[src/verilog/pfh_map.svh]
`ifndef PFH_MAP_SVH
`define PFH_MAP_SVH
// ---------------------------------------------------------------
// register byte offsets
// ---------------------------------------------------------------
`define PFH_OFS_CONTROL 8'h00
`define PFH_OFS_CONTROL2 8'h04
`define PFH_OFS_STATUS 8'h08
`define PFH_OFS_COUNT 8'h0C
`define PFH_OFS_DATA_OUT 8'h10
`define PFH_OFS_DATA_IN 8'h14
// ---------------------------------------------------------------
// control2 field positions
// ---------------------------------------------------------------
`define PFH_C2_FP_ENABLE 0
`define PFH_C2_PIN_SELECT 1
`define PFH_C2_TERM_SELECT 2
`define PFH_C2_ATTENTION_REQUEST_IN_ENABLE 3
`define PFH_C2_IRQ_ENABLE 4
`define PFH_C2_DIR_OUT 5
`define PFH_C2_COUNT_USE 6
`define PFH_C2_WIDTH 7
// ---------------------------------------------------------------
// status field positions
// ---------------------------------------------------------------
`define PFH_ST_ATTENTION_REQUEST_IN_EVENT 8
`define PFH_ST_TERM_SEEN 9
`define PFH_ST_OUT_FULL 10
`define PFH_ST_IN_FULL 11
`define PFH_ST_LAST 12
`define PFH_ST_BUSY 13
// ---------------------------------------------------------------
// reset values
// ---------------------------------------------------------------
`define PFH_RST_CONTROL 6'h3F
`define PFH_RST_CONTROL2 7'h00
`endif

[src/verilog/pfh_pkg.sv]
package pfh_pkg;
  typedef enum logic [1:0] {
    PFH_OUT_IDLE,
    PFH_OUT_CONTROL,
    PFH_OUT_SHIFT,
    PFH_OUT_WAIT
  } pfh_out_state_t;
  typedef enum logic [2:0] {
    PFH_IN_IDLE,
    PFH_IN_CONTROL,
    PFH_IN_SETUP,
    PFH_IN_SHIFT,
    PFH_IN_WAIT
  } pfh_in_state_t;
endpackage

[src/verilog/pfh_frontplane.sv]
`timescale 1ns/1ps
`include "pfh_map.svh"
// What this block does
// - send drivers on: output mode or strap, enabled
// - send data inverted from host word
// - received data inverted toward host
// - pin five: direction or control five, selectable
// - pin four: last indication or control four
// - direction high for output, low for input
// - last indication low marks final transfer
// - last source: undriven, channel, or counter zero
// - last stays low between transfers, low after reset
// - direct-write final word: counter zero only
// - control output high when bit written zero
// - attention falling edge logs event, interrupts
// - termination selected asks channel to end
// - termination stops handshake, output now, input after
// - status inputs read raw, inverted, sampled live
// - output machine: idle, control, shift, wait
// - input machine: idle, control, setup, shift, wait
// - last asserted when final output word valid
// - data valid and flag seen gives shift-out
// - control output rises three clocks after shift-out
// - flag synchronised without filter, no stretch
module pfh_frontplane
  import pfh_pkg::*;
#(
  parameter int DATA_W = 16,
  parameter int CTL_N = 6,
  parameter int CNT_W = 16
) (
  input wire logic clk_i,
  input wire logic rst_i,
  // wishbone slave
  input wire logic wb_cyc_i,
  input wire logic wb_stb_i,
  input wire logic wb_we_i,
  input wire logic [7:0] wb_adr_i,
  input wire logic [3:0] wb_sel_i,
  input wire logic [31:0] wb_dat_i,
  output logic [31:0] wb_dat_o,
  output logic wb_ack_o,
  // host channel word source
  input wire logic [DATA_W-1:0] chan_word_i,
  input wire logic chan_word_valid_i,
  input wire logic channel_last_word_flag_i,
  output logic chan_word_ready_o,
  output logic chan_term_req_o,
  output logic attention_irq_o,
  // frontplane pins
  input wire logic [DATA_W-1:0] recv_data_i,
  input wire logic peripheral_flag_in_i,
  input wire logic peripheral_termination_in_i,
  input wire logic attention_request_in_i,
  input wire logic [CTL_N-1:0] status_inputs_i,
  input wire logic drive_strap_i,
  output logic [DATA_W-1:0] send_data_bus_o,
  output logic send_data_oe_o,
  output logic handshake_control_out_o,
  output logic pin_five_o,
  output logic pin_four_o,
  output logic pin_four_oe_o,
  output logic [CTL_N-3:0] general_control_outputs_o
);

  initial begin
    if (DATA_W < 1 || DATA_W > 32 || CTL_N != 6 || CNT_W < 1 || CNT_W > 32) begin
      $error("pfh_frontplane: unsupported parameter values");
    end
  end

  // ---------------------------------------------------------------
  // pin synchronisers
  // ---------------------------------------------------------------
  localparam int SYN_W = DATA_W + CTL_N + 3;
  logic [SYN_W-1:0] sync1_r;
  logic [SYN_W-1:0] sync2_r;
  logic [DATA_W-1:0] rd_s;
  logic [CTL_N-1:0] sts_s;
  logic flag_s;
  logic term_s;
  logic strap_s;
  logic term_d_r;
  logic attention_request_in_d_r;

  always_ff @(posedge clk_i) begin
    sync1_r <= {recv_data_i, status_inputs_i, peripheral_flag_in_i, peripheral_termination_in_i, drive_strap_i};
    sync2_r <= sync1_r;
  end

  assign {rd_s, sts_s, flag_s, term_s, strap_s} = sync2_r;

  always_ff @(posedge clk_i) begin
    if (rst_i) begin
      term_d_r <= 1'b1;
      attention_request_in_d_r <= 1'b1;
    end else begin
      term_d_r <= term_s;
      attention_request_in_d_r <= sts_s[5];
    end
  end

  // ---------------------------------------------------------------
  // registers
  // ---------------------------------------------------------------
  logic [CTL_N-1:0] ctl_r;
  logic [`PFH_C2_WIDTH-1:0] ctl2_r;
  logic [CNT_W-1:0] count_r;
  logic [DATA_W-1:0] out_word_r;
  logic out_valid_r;
  logic out_last_r;
  logic [DATA_W-1:0] in_word_r;
  logic in_full_r;
  logic attention_request_in_event_r;
  logic term_seen_r;
  logic last_low_r;
  logic handshake_control_out_r;
  logic wr_en;
  logic rd_en;
  logic sel_ok;
  logic attention_request_in_fall;
  logic term_fall;
  logic term_active;
  logic shift_out;
  logic shift_in;
  logic out_start;
  logic in_start;
  pfh_out_state_t out_state_r;
  pfh_in_state_t in_state_r;

  wire fp_en = ctl2_r[`PFH_C2_FP_ENABLE];
  wire dir_out = ctl2_r[`PFH_C2_DIR_OUT];
  wire use_cnt = ctl2_r[`PFH_C2_COUNT_USE];
  wire term_sel = ctl2_r[`PFH_C2_TERM_SELECT];

  function automatic logic hit(input logic [7:0] adr, input logic [7:0] ofs);
    hit = (adr[7:2] == ofs[7:2]);
  endfunction

  assign sel_ok = (wb_sel_i == 4'hF);
  assign wr_en = wb_cyc_i && wb_stb_i && !wb_ack_o && wb_we_i && sel_ok;
  assign rd_en = wb_cyc_i && wb_stb_i && !wb_ack_o && !wb_we_i;
  assign attention_request_in_fall = ctl2_r[`PFH_C2_ATTENTION_REQUEST_IN_ENABLE] && attention_request_in_d_r && !sts_s[5];
  assign term_fall = term_d_r && !term_s;
  // a stuck-low termination keeps the handshake halted until software clears it
  assign term_active = term_sel && (term_seen_r || term_fall);

  // ---------------------------------------------------------------
  // wishbone slave: one wait cycle, then ack
  // ---------------------------------------------------------------
  always_ff @(posedge clk_i) begin
    if (rst_i) begin
      wb_ack_o <= 1'b0;
    end else begin
      wb_ack_o <= wb_cyc_i && wb_stb_i && !wb_ack_o;
    end
  end

  always_ff @(posedge clk_i) begin
    if (rst_i) begin
      wb_dat_o <= 32'h0000_0000;
    end else if (rd_en) begin
      wb_dat_o <= 32'h0000_0000;
      if (hit(wb_adr_i, `PFH_OFS_CONTROL)) begin
        wb_dat_o[CTL_N-1:0] <= ctl_r;
      end else if (hit(wb_adr_i, `PFH_OFS_CONTROL2)) begin
        wb_dat_o[`PFH_C2_WIDTH-1:0] <= ctl2_r;
      end else if (hit(wb_adr_i, `PFH_OFS_STATUS)) begin
        wb_dat_o[CTL_N-1:0] <= ~sts_s;
        wb_dat_o[`PFH_ST_ATTENTION_REQUEST_IN_EVENT] <= attention_request_in_event_r;
        wb_dat_o[`PFH_ST_TERM_SEEN] <= term_seen_r;
        wb_dat_o[`PFH_ST_OUT_FULL] <= out_valid_r;
        wb_dat_o[`PFH_ST_IN_FULL] <= in_full_r;
        wb_dat_o[`PFH_ST_LAST] <= last_low_r;
        wb_dat_o[`PFH_ST_BUSY] <= (out_state_r != PFH_OUT_IDLE) || (in_state_r != PFH_IN_IDLE);
      end else if (hit(wb_adr_i, `PFH_OFS_COUNT)) begin
        wb_dat_o[CNT_W-1:0] <= count_r;
      end else if (hit(wb_adr_i, `PFH_OFS_DATA_IN)) begin
        wb_dat_o[DATA_W-1:0] <= in_word_r;
      end
    end
  end

  always_ff @(posedge clk_i) begin
    if (rst_i) begin
      ctl_r <= `PFH_RST_CONTROL;
      ctl2_r <= `PFH_RST_CONTROL2;
    end else if (wr_en) begin
      if (hit(wb_adr_i, `PFH_OFS_CONTROL)) begin
        ctl_r <= wb_dat_i[CTL_N-1:0];
      end
      if (hit(wb_adr_i, `PFH_OFS_CONTROL2)) begin
        ctl2_r <= wb_dat_i[`PFH_C2_WIDTH-1:0];
      end
    end
  end

  // ---------------------------------------------------------------
  // attention and termination flags
  // ---------------------------------------------------------------
  wire st_clr = wr_en && hit(wb_adr_i, `PFH_OFS_STATUS);

  always_ff @(posedge clk_i) begin
    if (rst_i) begin
      attention_request_in_event_r <= 1'b0;
    end else if (attention_request_in_fall) begin
      attention_request_in_event_r <= 1'b1;
    end else if (st_clr && wb_dat_i[`PFH_ST_ATTENTION_REQUEST_IN_EVENT]) begin
      attention_request_in_event_r <= 1'b0;
    end
  end

  always_ff @(posedge clk_i) begin
    if (rst_i) begin
      attention_irq_o <= 1'b0;
    end else begin
      attention_irq_o <= (attention_request_in_event_r || attention_request_in_fall) && ctl2_r[`PFH_C2_IRQ_ENABLE];
    end
  end

  always_ff @(posedge clk_i) begin
    if (rst_i) begin
      term_seen_r <= 1'b0;
    end else if (term_sel && term_fall) begin
      term_seen_r <= 1'b1;
    end else if (st_clr && wb_dat_i[`PFH_ST_TERM_SEEN]) begin
      term_seen_r <= 1'b0;
    end
  end

  // asks the channel to finish: one-cycle pulse on a selected termination falling edge
  always_ff @(posedge clk_i) begin
    if (rst_i) begin
      chan_term_req_o <= 1'b0;
    end else begin
      chan_term_req_o <= term_sel && term_fall;
    end
  end

  // ---------------------------------------------------------------
  // output word holding stage
  // ---------------------------------------------------------------
  wire bus_out_wr = wr_en && hit(wb_adr_i, `PFH_OFS_DATA_OUT);

  always_ff @(posedge clk_i) begin
    if (rst_i) begin
      chan_word_ready_o <= 1'b0;
    end else begin
      chan_word_ready_o <= !out_valid_r && !bus_out_wr && !chan_word_ready_o;
    end
  end

  always_ff @(posedge clk_i) begin
    if (rst_i) begin
      out_valid_r <= 1'b0;
      out_last_r <= 1'b0;
      out_word_r <= '0;
    end else if (shift_out) begin
      out_valid_r <= 1'b0;
    end else if (!out_valid_r && bus_out_wr) begin
      out_valid_r <= 1'b1;
      out_word_r <= wb_dat_i[DATA_W-1:0];
      out_last_r <= 1'b0;
    end else if (!out_valid_r && chan_word_ready_o && chan_word_valid_i) begin
      out_valid_r <= 1'b1;
      out_word_r <= chan_word_i;
      out_last_r <= channel_last_word_flag_i;
    end
  end

  // ---------------------------------------------------------------
  // output handshake machine
  // ---------------------------------------------------------------
  assign out_start = (out_state_r == PFH_OUT_IDLE) && dir_out && fp_en && out_valid_r && !term_active;
  assign shift_out = (out_state_r == PFH_OUT_CONTROL) && flag_s && !term_active;

  always_ff @(posedge clk_i) begin
    if (rst_i) begin
      out_state_r <= PFH_OUT_IDLE;
    end else begin
      unique case (out_state_r)
        PFH_OUT_IDLE: begin
          if (out_start) begin
            out_state_r <= PFH_OUT_CONTROL;
          end
        end
        PFH_OUT_CONTROL: begin
          if (term_active) begin
            out_state_r <= PFH_OUT_IDLE;
          end else if (flag_s) begin
            out_state_r <= PFH_OUT_SHIFT;
          end
        end
        PFH_OUT_SHIFT: begin
          out_state_r <= PFH_OUT_WAIT;
        end
        PFH_OUT_WAIT: begin
          if (!flag_s) begin
            out_state_r <= PFH_OUT_IDLE;
          end
        end
      endcase
    end
  end

  // ---------------------------------------------------------------
  // input handshake machine
  // ---------------------------------------------------------------
  wire in_read = rd_en && hit(wb_adr_i, `PFH_OFS_DATA_IN);

  assign in_start = (in_state_r == PFH_IN_IDLE) && !dir_out && fp_en && !in_full_r && !term_active;
  assign shift_in = (in_state_r == PFH_IN_SHIFT);

  always_ff @(posedge clk_i) begin
    if (rst_i) begin
      in_state_r <= PFH_IN_IDLE;
    end else begin
      unique case (in_state_r)
        PFH_IN_IDLE: begin
          if (in_start) begin
            in_state_r <= PFH_IN_CONTROL;
          end
        end
        PFH_IN_CONTROL: begin
          // leaving input mode must not let an output-side flag shift a stale word in
          if (dir_out || !fp_en) begin
            in_state_r <= PFH_IN_IDLE;
          end else if (flag_s) begin
            in_state_r <= PFH_IN_SETUP;
          end
        end
        PFH_IN_SETUP: begin
          in_state_r <= PFH_IN_SHIFT;
        end
        PFH_IN_SHIFT: begin
          in_state_r <= PFH_IN_WAIT;
        end
        PFH_IN_WAIT: begin
          // termination is not checked here; it only blocks the next start from idle
          if (!flag_s) begin
            in_state_r <= PFH_IN_IDLE;
          end
        end
      endcase
    end
  end

  always_ff @(posedge clk_i) begin
    if (rst_i) begin
      in_full_r <= 1'b0;
      in_word_r <= '0;
    end else if (shift_in) begin
      in_full_r <= 1'b1;
      in_word_r <= ~rd_s;
    end else if (in_read) begin
      in_full_r <= 1'b0;
    end
  end

  // ---------------------------------------------------------------
  // handshake control output, no stretch
  // ---------------------------------------------------------------
  always_ff @(posedge clk_i) begin
    if (rst_i) begin
      handshake_control_out_r <= 1'b0;
    end else if (out_state_r == PFH_OUT_SHIFT || shift_in) begin
      handshake_control_out_r <= 1'b1;
    end else if ((out_state_r == PFH_OUT_WAIT || in_state_r == PFH_IN_WAIT) && !flag_s) begin
      handshake_control_out_r <= 1'b0;
    end
  end

  // ---------------------------------------------------------------
  // transfer counter and last indication
  // ---------------------------------------------------------------
  wire cnt_load = wr_en && hit(wb_adr_i, `PFH_OFS_COUNT);
  wire cnt_step = use_cnt && (out_start || in_start) && (count_r != '0);

  always_ff @(posedge clk_i) begin
    if (rst_i) begin
      count_r <= '0;
    end else if (cnt_load) begin
      count_r <= wb_dat_i[CNT_W-1:0];
    end else if (cnt_step) begin
      count_r <= count_r - 1'b1;
    end
  end

  // low level persists from the end of one transfer to the first handshake of the next
  always_ff @(posedge clk_i) begin
    if (rst_i) begin
      last_low_r <= 1'b1;
    end else if (use_cnt) begin
      if (count_r == '0 && !handshake_control_out_r) begin
        last_low_r <= 1'b1;
      end else if (handshake_control_out_r && count_r != '0) begin
        last_low_r <= 1'b0;
      end
    end else if (dir_out) begin
      if (out_valid_r && out_last_r) begin
        last_low_r <= 1'b1;
      end else if (handshake_control_out_r && !out_last_r) begin
        last_low_r <= 1'b0;
      end
    end
  end

  // ---------------------------------------------------------------
  // registered pin drive
  // ---------------------------------------------------------------
  always_ff @(posedge clk_i) begin
    if (rst_i) begin
      send_data_oe_o <= 1'b0;
      send_data_bus_o <= '0;
      handshake_control_out_o <= 1'b0;
      pin_five_o <= 1'b0;
      pin_four_o <= 1'b0;
      pin_four_oe_o <= 1'b1;
      general_control_outputs_o <= '0;
    end else begin
      send_data_oe_o <= fp_en && (dir_out || !strap_s);
      send_data_bus_o <= ~out_word_r;
      handshake_control_out_o <= handshake_control_out_r;
      general_control_outputs_o <= ~ctl_r[CTL_N-3:0];
      if (ctl2_r[`PFH_C2_PIN_SELECT]) begin
        pin_five_o <= ~ctl_r[5];
        pin_four_o <= ~ctl_r[4];
        pin_four_oe_o <= 1'b1;
      end else begin
        pin_five_o <= dir_out;
        pin_four_o <= !last_low_r;
        pin_four_oe_o <= use_cnt || dir_out;
      end
    end
  end

endmodule

[config.mk]
export PLATFORM = sky130hd
export DESIGN_NAME = pfh_frontplane
export DESIGN_NICKNAME = d
export VERILOG_FILES = /design/src/verilog/pfh_pkg.sv /design/src/verilog/pfh_frontplane.sv
export VERILOG_INCLUDE_DIRS = /design/src /design/src/verilog
export SDC_FILE = /design/constraint.sdc
export NUM_CORES = 1
export LEC_CHECK = 0
export BUFFER_PORTS_ARGS = -buffer_cell sky130_fd_sc_hd__buf_2
export CAP_MARGIN = 20
export CORE_MARGIN = 3
export CORE_UTILIZATION = 40
export CTS_CLUSTER_DIAMETER = 200
export DETAILED_ROUTE_END_ITERATION = 8
export GPL_ROUTABILITY_DRIVEN = 0
export GPL_TIMING_DRIVEN = 1
export MAX_ROUTING_LAYER = met4
export REMOVE_ABC_BUFFERS = 1
export SETUP_SLACK_MARGIN = 0.05
export SYNTH_ARGS = -nofsm -noshare
export SYNTH_HDL_FRONTEND = slang
export SYNTH_SLANG_ARGS = --single-unit
[constraint.sdc]
create_clock -name clk_i -period 2.3 [get_ports clk_i]
set_input_delay 0.23 -clock clk_i [delete_from_list [all_inputs] [get_ports clk_i]]
set_output_delay 0.23 -clock clk_i [all_outputs]
set_load 0.005 [all_outputs]
# After elaboration in Yosys (flattened, before gate mapping)
# Cells that the tools add are included.
op_classes:
  n_bitwise: 7
  n_reduce_logical: 88
  n_mux: 44
  eq_ne: 20
  add_sub_neg: 1
op_table:
  columns: ["operator", "n"]
  rows:
  - ["16-bit 2-to-1 mux", 6]
  - ["1-bit logical AND", 40]
  - ["16-bit NOT", 2]
  - ["1-bit 2-to-1 mux", 20]
  - ["6-bit 2-to-1 mux", 3]
  - ["1-bit logical NOT", 16]
  - ["16-bit logical NOT", 1]
  - ["16-bit nonzero test", 1]
  - ["2-bit nonzero test", 8]
  - ["16-bit by 1-bit subtractor with 16-bit output (second input constant)", 1]
  - ["3-bit case mux with 5 select lines", 1]
  - ["6-bit by 2-bit equality test with 1-bit output (second input constant)", 2]
  - ["6-bit by 3-bit equality test with 1-bit output (second input constant)", 2]
  - ["2-bit 2-to-1 mux", 6]
  - ["3-bit 2-to-1 mux", 4]
  - ["10-bit 2-to-1 mux", 1]
  - ["1-bit logical OR", 9]
  - ["9-bit 2-to-1 mux", 1]
  - ["3-bit AND reduction", 3]
  - ["2-bit != test (second input constant)", 4]
  - ["2-bit case mux with 4 select lines", 1]
  - ["7-bit 2-to-1 mux", 1]
  - ["3-bit by 2-bit equality test with 1-bit output (second input constant)", 2]
  - ["6-bit by 1-bit equality test with 1-bit output (second input constant)", 1]
  - ["16 further kinds", 24]
word_totals:
  output_inout_bits: 61
  reg_bits: 170

# Depth between registers and ports, before layout
logic_depth:
  ltp_word: 11
  ltp_mapped: 9

# Least setup slack after synthesis
# No wires, ideal clock.
synth_timing:
  path_kind: "reg-to-reg"
  startpoint: "register count_r[2]"
  endpoint: "register count_r[14]"
  setup_ps: 133
  path_slack_ps: 152
  stages_incl_launch_ff: 7
  path_buffers: 0
  required_time_ps: 2167
  t_arrival_ps: 2015
  cell_sequence: "dfxtp_1 -> or4_4 -> or4_4 -> and4_4 -> nand3_2 -> mux2i_1 -> o22ai_2"
synth_between:
  elab_chain_len: 3
  elab_cells_between_ends: 6
  cone_classes: "add/sub: 1; mux: 2; reduce/logical: 3"
synth_lines:
  columns: ["item", "line_no", "text"]
  rows:
  - ["from (decl)", "pfh_frontplane.sv:108", "logic [CNT_W-1:0] count_r;"]
  - ["from (signal assigned)", "pfh_frontplane.sv:383", "count_r <= wb_dat_i[CNT_W-1:0];"]
  - ["from (signal assigned)", "pfh_frontplane.sv:385", "count_r <= count_r - 1'b1;"]
  - ["16-bit by 1-bit subtractor with 16-bit output or 16-bit nonzero test (tied branches)", "pfh_frontplane.sv:385, pfh_frontplane.sv:377", null]
  - ["16-bit 2-to-1 mux or 1-bit logical AND (tied branches)", "pfh_frontplane.sv:384, pfh_frontplane.sv:377", null]
  - ["16-bit 2-to-1 mux or 2-bit nonzero test (tied branches)", null, null]
# Several ways; a longest one is shown, not always the timed one. The select of a mux whose other input is x is not followed.
# A chain may end at the register's enable or synchronous reset.

# Final worst setup path
layout_timing:
  startpoint: "register count_r[4]"
  endpoint: "register count_r[9]"
# The elaborated chain is that of the path after synthesis.

==> reports/metrics.cfg <==
[outcome]
status=complete, no violations

[min_path]
hold_class=in -> reg
min_delay_path_depth=3
hold_end=count_r[13]$_SDFFE_PP0P_
hold_start=wb_dat_i[13]

[route]
drc=0
wire_per_inst_um=15.6
vias_per_cell=5.02
dr.pass1.iters=4
wl_um=15400
antenna_left=0
drt-initial-drc-count=293
vias=4965

[critical_path]
timing_worst_setup_path_type=reg -> reg
cp.arrival_ps=2530
r2r_cells=7
critPathSlowestCell=or4_4
r2r_slack_ps=70
r2r-start=count_r[4]$_SDFFE_PP0P_
cp-end-kind=register
cpLargestDelayFamily=simple AND/OR/NAND/NOR gates
path_cells=or4_4 > buf_4 > or3_2 > nor4_1 > nand4_1 > a21oi_1 > a211oi_2
timing.rr.end=count_r[9]$_SDFFE_PP0P_
critPathLaunchType=register
cp.required_ps=2600
crit_fanout=4
critical_path.max_stage_delay_ps=540
path_buf_inv=1

[place]
numPortBuffers=118
place_ws_ps=-280
hpwl_um=10800

[cts]
clock-sinks=170
clockRootBuffer=clkbuf_16
clockBufferDepth=2
cts_made_buffers=17
clk_pin_slew_worst_paths_ps=70
clkLatencyLatePin_ps=430
cts.htree.levels=4
cts_tree=yes

[pwr]
pwr_density_cell_nw_per_um2=768
max-vdd-ir-drop_v=0.000531
p_leak_nw=3.41

[synthesis]
yosysMostFrequentCell=dfxtp_1
synth_cell_types=56
avgSynthCellArea_um2=9.68
synthTopCellsByArea=dfxtp_1 (57%), nor2_1 (4.9%), mux2i_1 (3.9%), nand2_1 (3.5%), a211oi_1 (3.4%)
yosysWarnings=0
async_flop_share_pct=0
netlist.top_cell.by_area=dfxtp_1
synth_area_um2=5960
synth_top_area_share_pct=57.1
syn-instance-count=616
synth_common_cells=dfxtp_1 (170), nor2_1 (78), nand2_1 (56), o21ai_0 (40), a21oi_1 (35)
ys_seq_elements=170
ys_seq_area_share_pct=57.1
ys.flop_type=dfxtp_1
synth_edf_count=0

[finish]
num_antenna_cells=0
fill_cells=1304
nNetsFinal=892
area.growth.synth_to_final_pct=32.6
drive_above_1_share_pct=28.8

[die]
die_w_um=128
die_h_um=128
start_util_pct=42.0
die-area_um2=16400
ios=154
core-area_um2=14200
rows=43

[grt]
grt_pass1_vias=4762
grt_usage_pct=19.5
antenna_found_initial=0
grt_max_degree=35
overflow=0
grt_pass1_wl_um=24100

[timing]
worst_slew_margin_rel_pct=53.5
holdWs_ps=25.4
hold_viol=0
tightest_slew_ps=698
finalSetupViolCount=0
skew_ps=14.4
layout_min_cycle_time_ps=2230
timing.fmax_mhz=448
rsz0062_at_grt=true
slew_viol_final=0
setup_ws_ps=69.9
fin_crit_sh_pct=97.0

[run]
drv_cap=0

## what timing repair did
item | CTS | global route
hold endpoints to repair | 25 | 0
pin swaps | 3 | 8
setup endpoints to repair | 24 | 37
hold buffers | 25 | 0
cloned | 1 | 0
gates resized for setup | 3 | 21
buffers inserted | 3 | 6
## where the power goes
group | switching (W) | internal, W | total [W]
Combinational | 0.000169 | 0.000164 | 0.000334
Sequential | 0.0000357 | 0.00305 | 0.00309
Clock | 0.00121 | 0.00144 | 0.00265
Total | 0.00142 | 0.00465 | 0.00607
## flip-flops by register name, summed over array words and instances, names as in the netlist, 3 cells and up, named ones only
name and count:
sync1_r 25, in_state_r 3, count_r 16, out_word_r 16, ctl_r 6, general_control_outputs_o 4
in_word_r 16, sync2_r 25, ctl2_r 7, wb_dat_o 16, send_data_bus_o 16
## cell usage in the layout (no fill, tap or decap), types with 4 or more instances in the layout
master / synthesis / routed
dfxtp_1: 170 / 166
buf_2: 1 / 118
nor2_1: 78 / 77
nand2_1: 56 / 55
buf_4: 16 / 44
o21ai_0: 40 / 40
a21oi_1: 35 / 34
a211oi_1: 27 / 26
dlygate4sd3_1: 0 / 25
mux2i_1: 23 / 23
clkbuf_16: 0 / 17
conb_1: 1 / 16
a22oi_1: 15 / 15
inv_1: 12 / 10
xnor2_1: 10 / 10
nand3_1: 9 / 9
nor3_1: 9 / 7
a22o_1: 7 / 7
o21ai_1: 6 / 6
nor2b_1: 5 / 5
nand2b_1: 5 / 5
a311oi_1: 5 / 5
clkinvlp_4: 0 / 5
inv_6: 0 / 5
and3_1: 4 / 4
or4_4: 4 / 4
dfxtp_2: 0 / 4
buf_6: 1 / 4
## kinds of logic (layout without fill, tap and decap cells)
kind of cell,Yosys count,count (layout),synth area share (%)
other,1,16,0.0629
xor gates and xnor gates,13,13,1.91
and+or+nand+nor,204,204,16.6
AOI/OAI and AO/OA,143,144,15.1
DFF,170,170,57.1
buffers and inverters,59,237,4.87
muxes,23,23,3.86
adders and majority gates,3,3,0.587
## layer usage
metal	global-route usage [%]	vias to the layer above	share of wire (%)
met5	-	-	0
li1	-	2486	-
met4	7.18	0	2.1
met2	30.8	133	47
met3	5.17	21	5.7
met1	23.9	2325	45
## worst min-delay path: cells and delay by family
| kind | cells | cell delay (ps) |
|---|---|---|
| buf+inv | 1 | 90 |
| simple gates | 1 | 40 |
| compound gates | 1 | 60 |
## per-stage QoR
step           setup TNS (ps)  total power, W  area, µm²  utilization (%)  instances
5_1_grt                 -98.6         0.00633       7910             55.7        990
4_1_cts                     0         0.00613       7770             54.7        984
6_report                    0         0.00607       7910             55.7        990
3_3_place_gp            -2120         0.00342       6910             48.6        923
3_5_place_dp            -4130         0.00343       6910             48.6        923
2_1_floorplan          -22850         0.00324       5780                -        584
## cell type report
type / count / area, µm² / area share, %
clock buffers: 19 / 443 / 5.60
clock inverters: 13 / 110 / 1.39
inverters: 12 / 45.0 / 0.570
multi-input cells: 403 / 2420 / 30.6
flip-flops and latches: 170 / 3410 / 43.1
well taps: 180 / 225 / 2.85
repair buffers: 193 / 1260 / 15.9
## worst max-delay path by stage
stage          slack (ps)  cells past startpoint               startpoint                         end
2_1_floorplan       -1350                      6      wb_ack_o$_SDFF_PP0_     out_last_r$_SDFFE_PP0P_
3_3_place_gp         -170                      6      wb_ack_o$_SDFF_PP0_  out_word_r[9]$_SDFFE_PP0P_
3_5_place_dp         -280                      6      wb_ack_o$_SDFF_PP0_  out_word_r[9]$_SDFFE_PP0P_
4_1_cts                40                     10  count_r[0]$_SDFFE_PP0P_    count_r[11]$_SDFFE_PP0P_
5_1_grt               -60                      8  count_r[4]$_SDFFE_PP0P_    count_r[11]$_SDFFE_PP0P_
6_report               70                      7  count_r[4]$_SDFFE_PP0P_     count_r[9]$_SDFFE_PP0P_
Power figures use the tool's default switching activity.
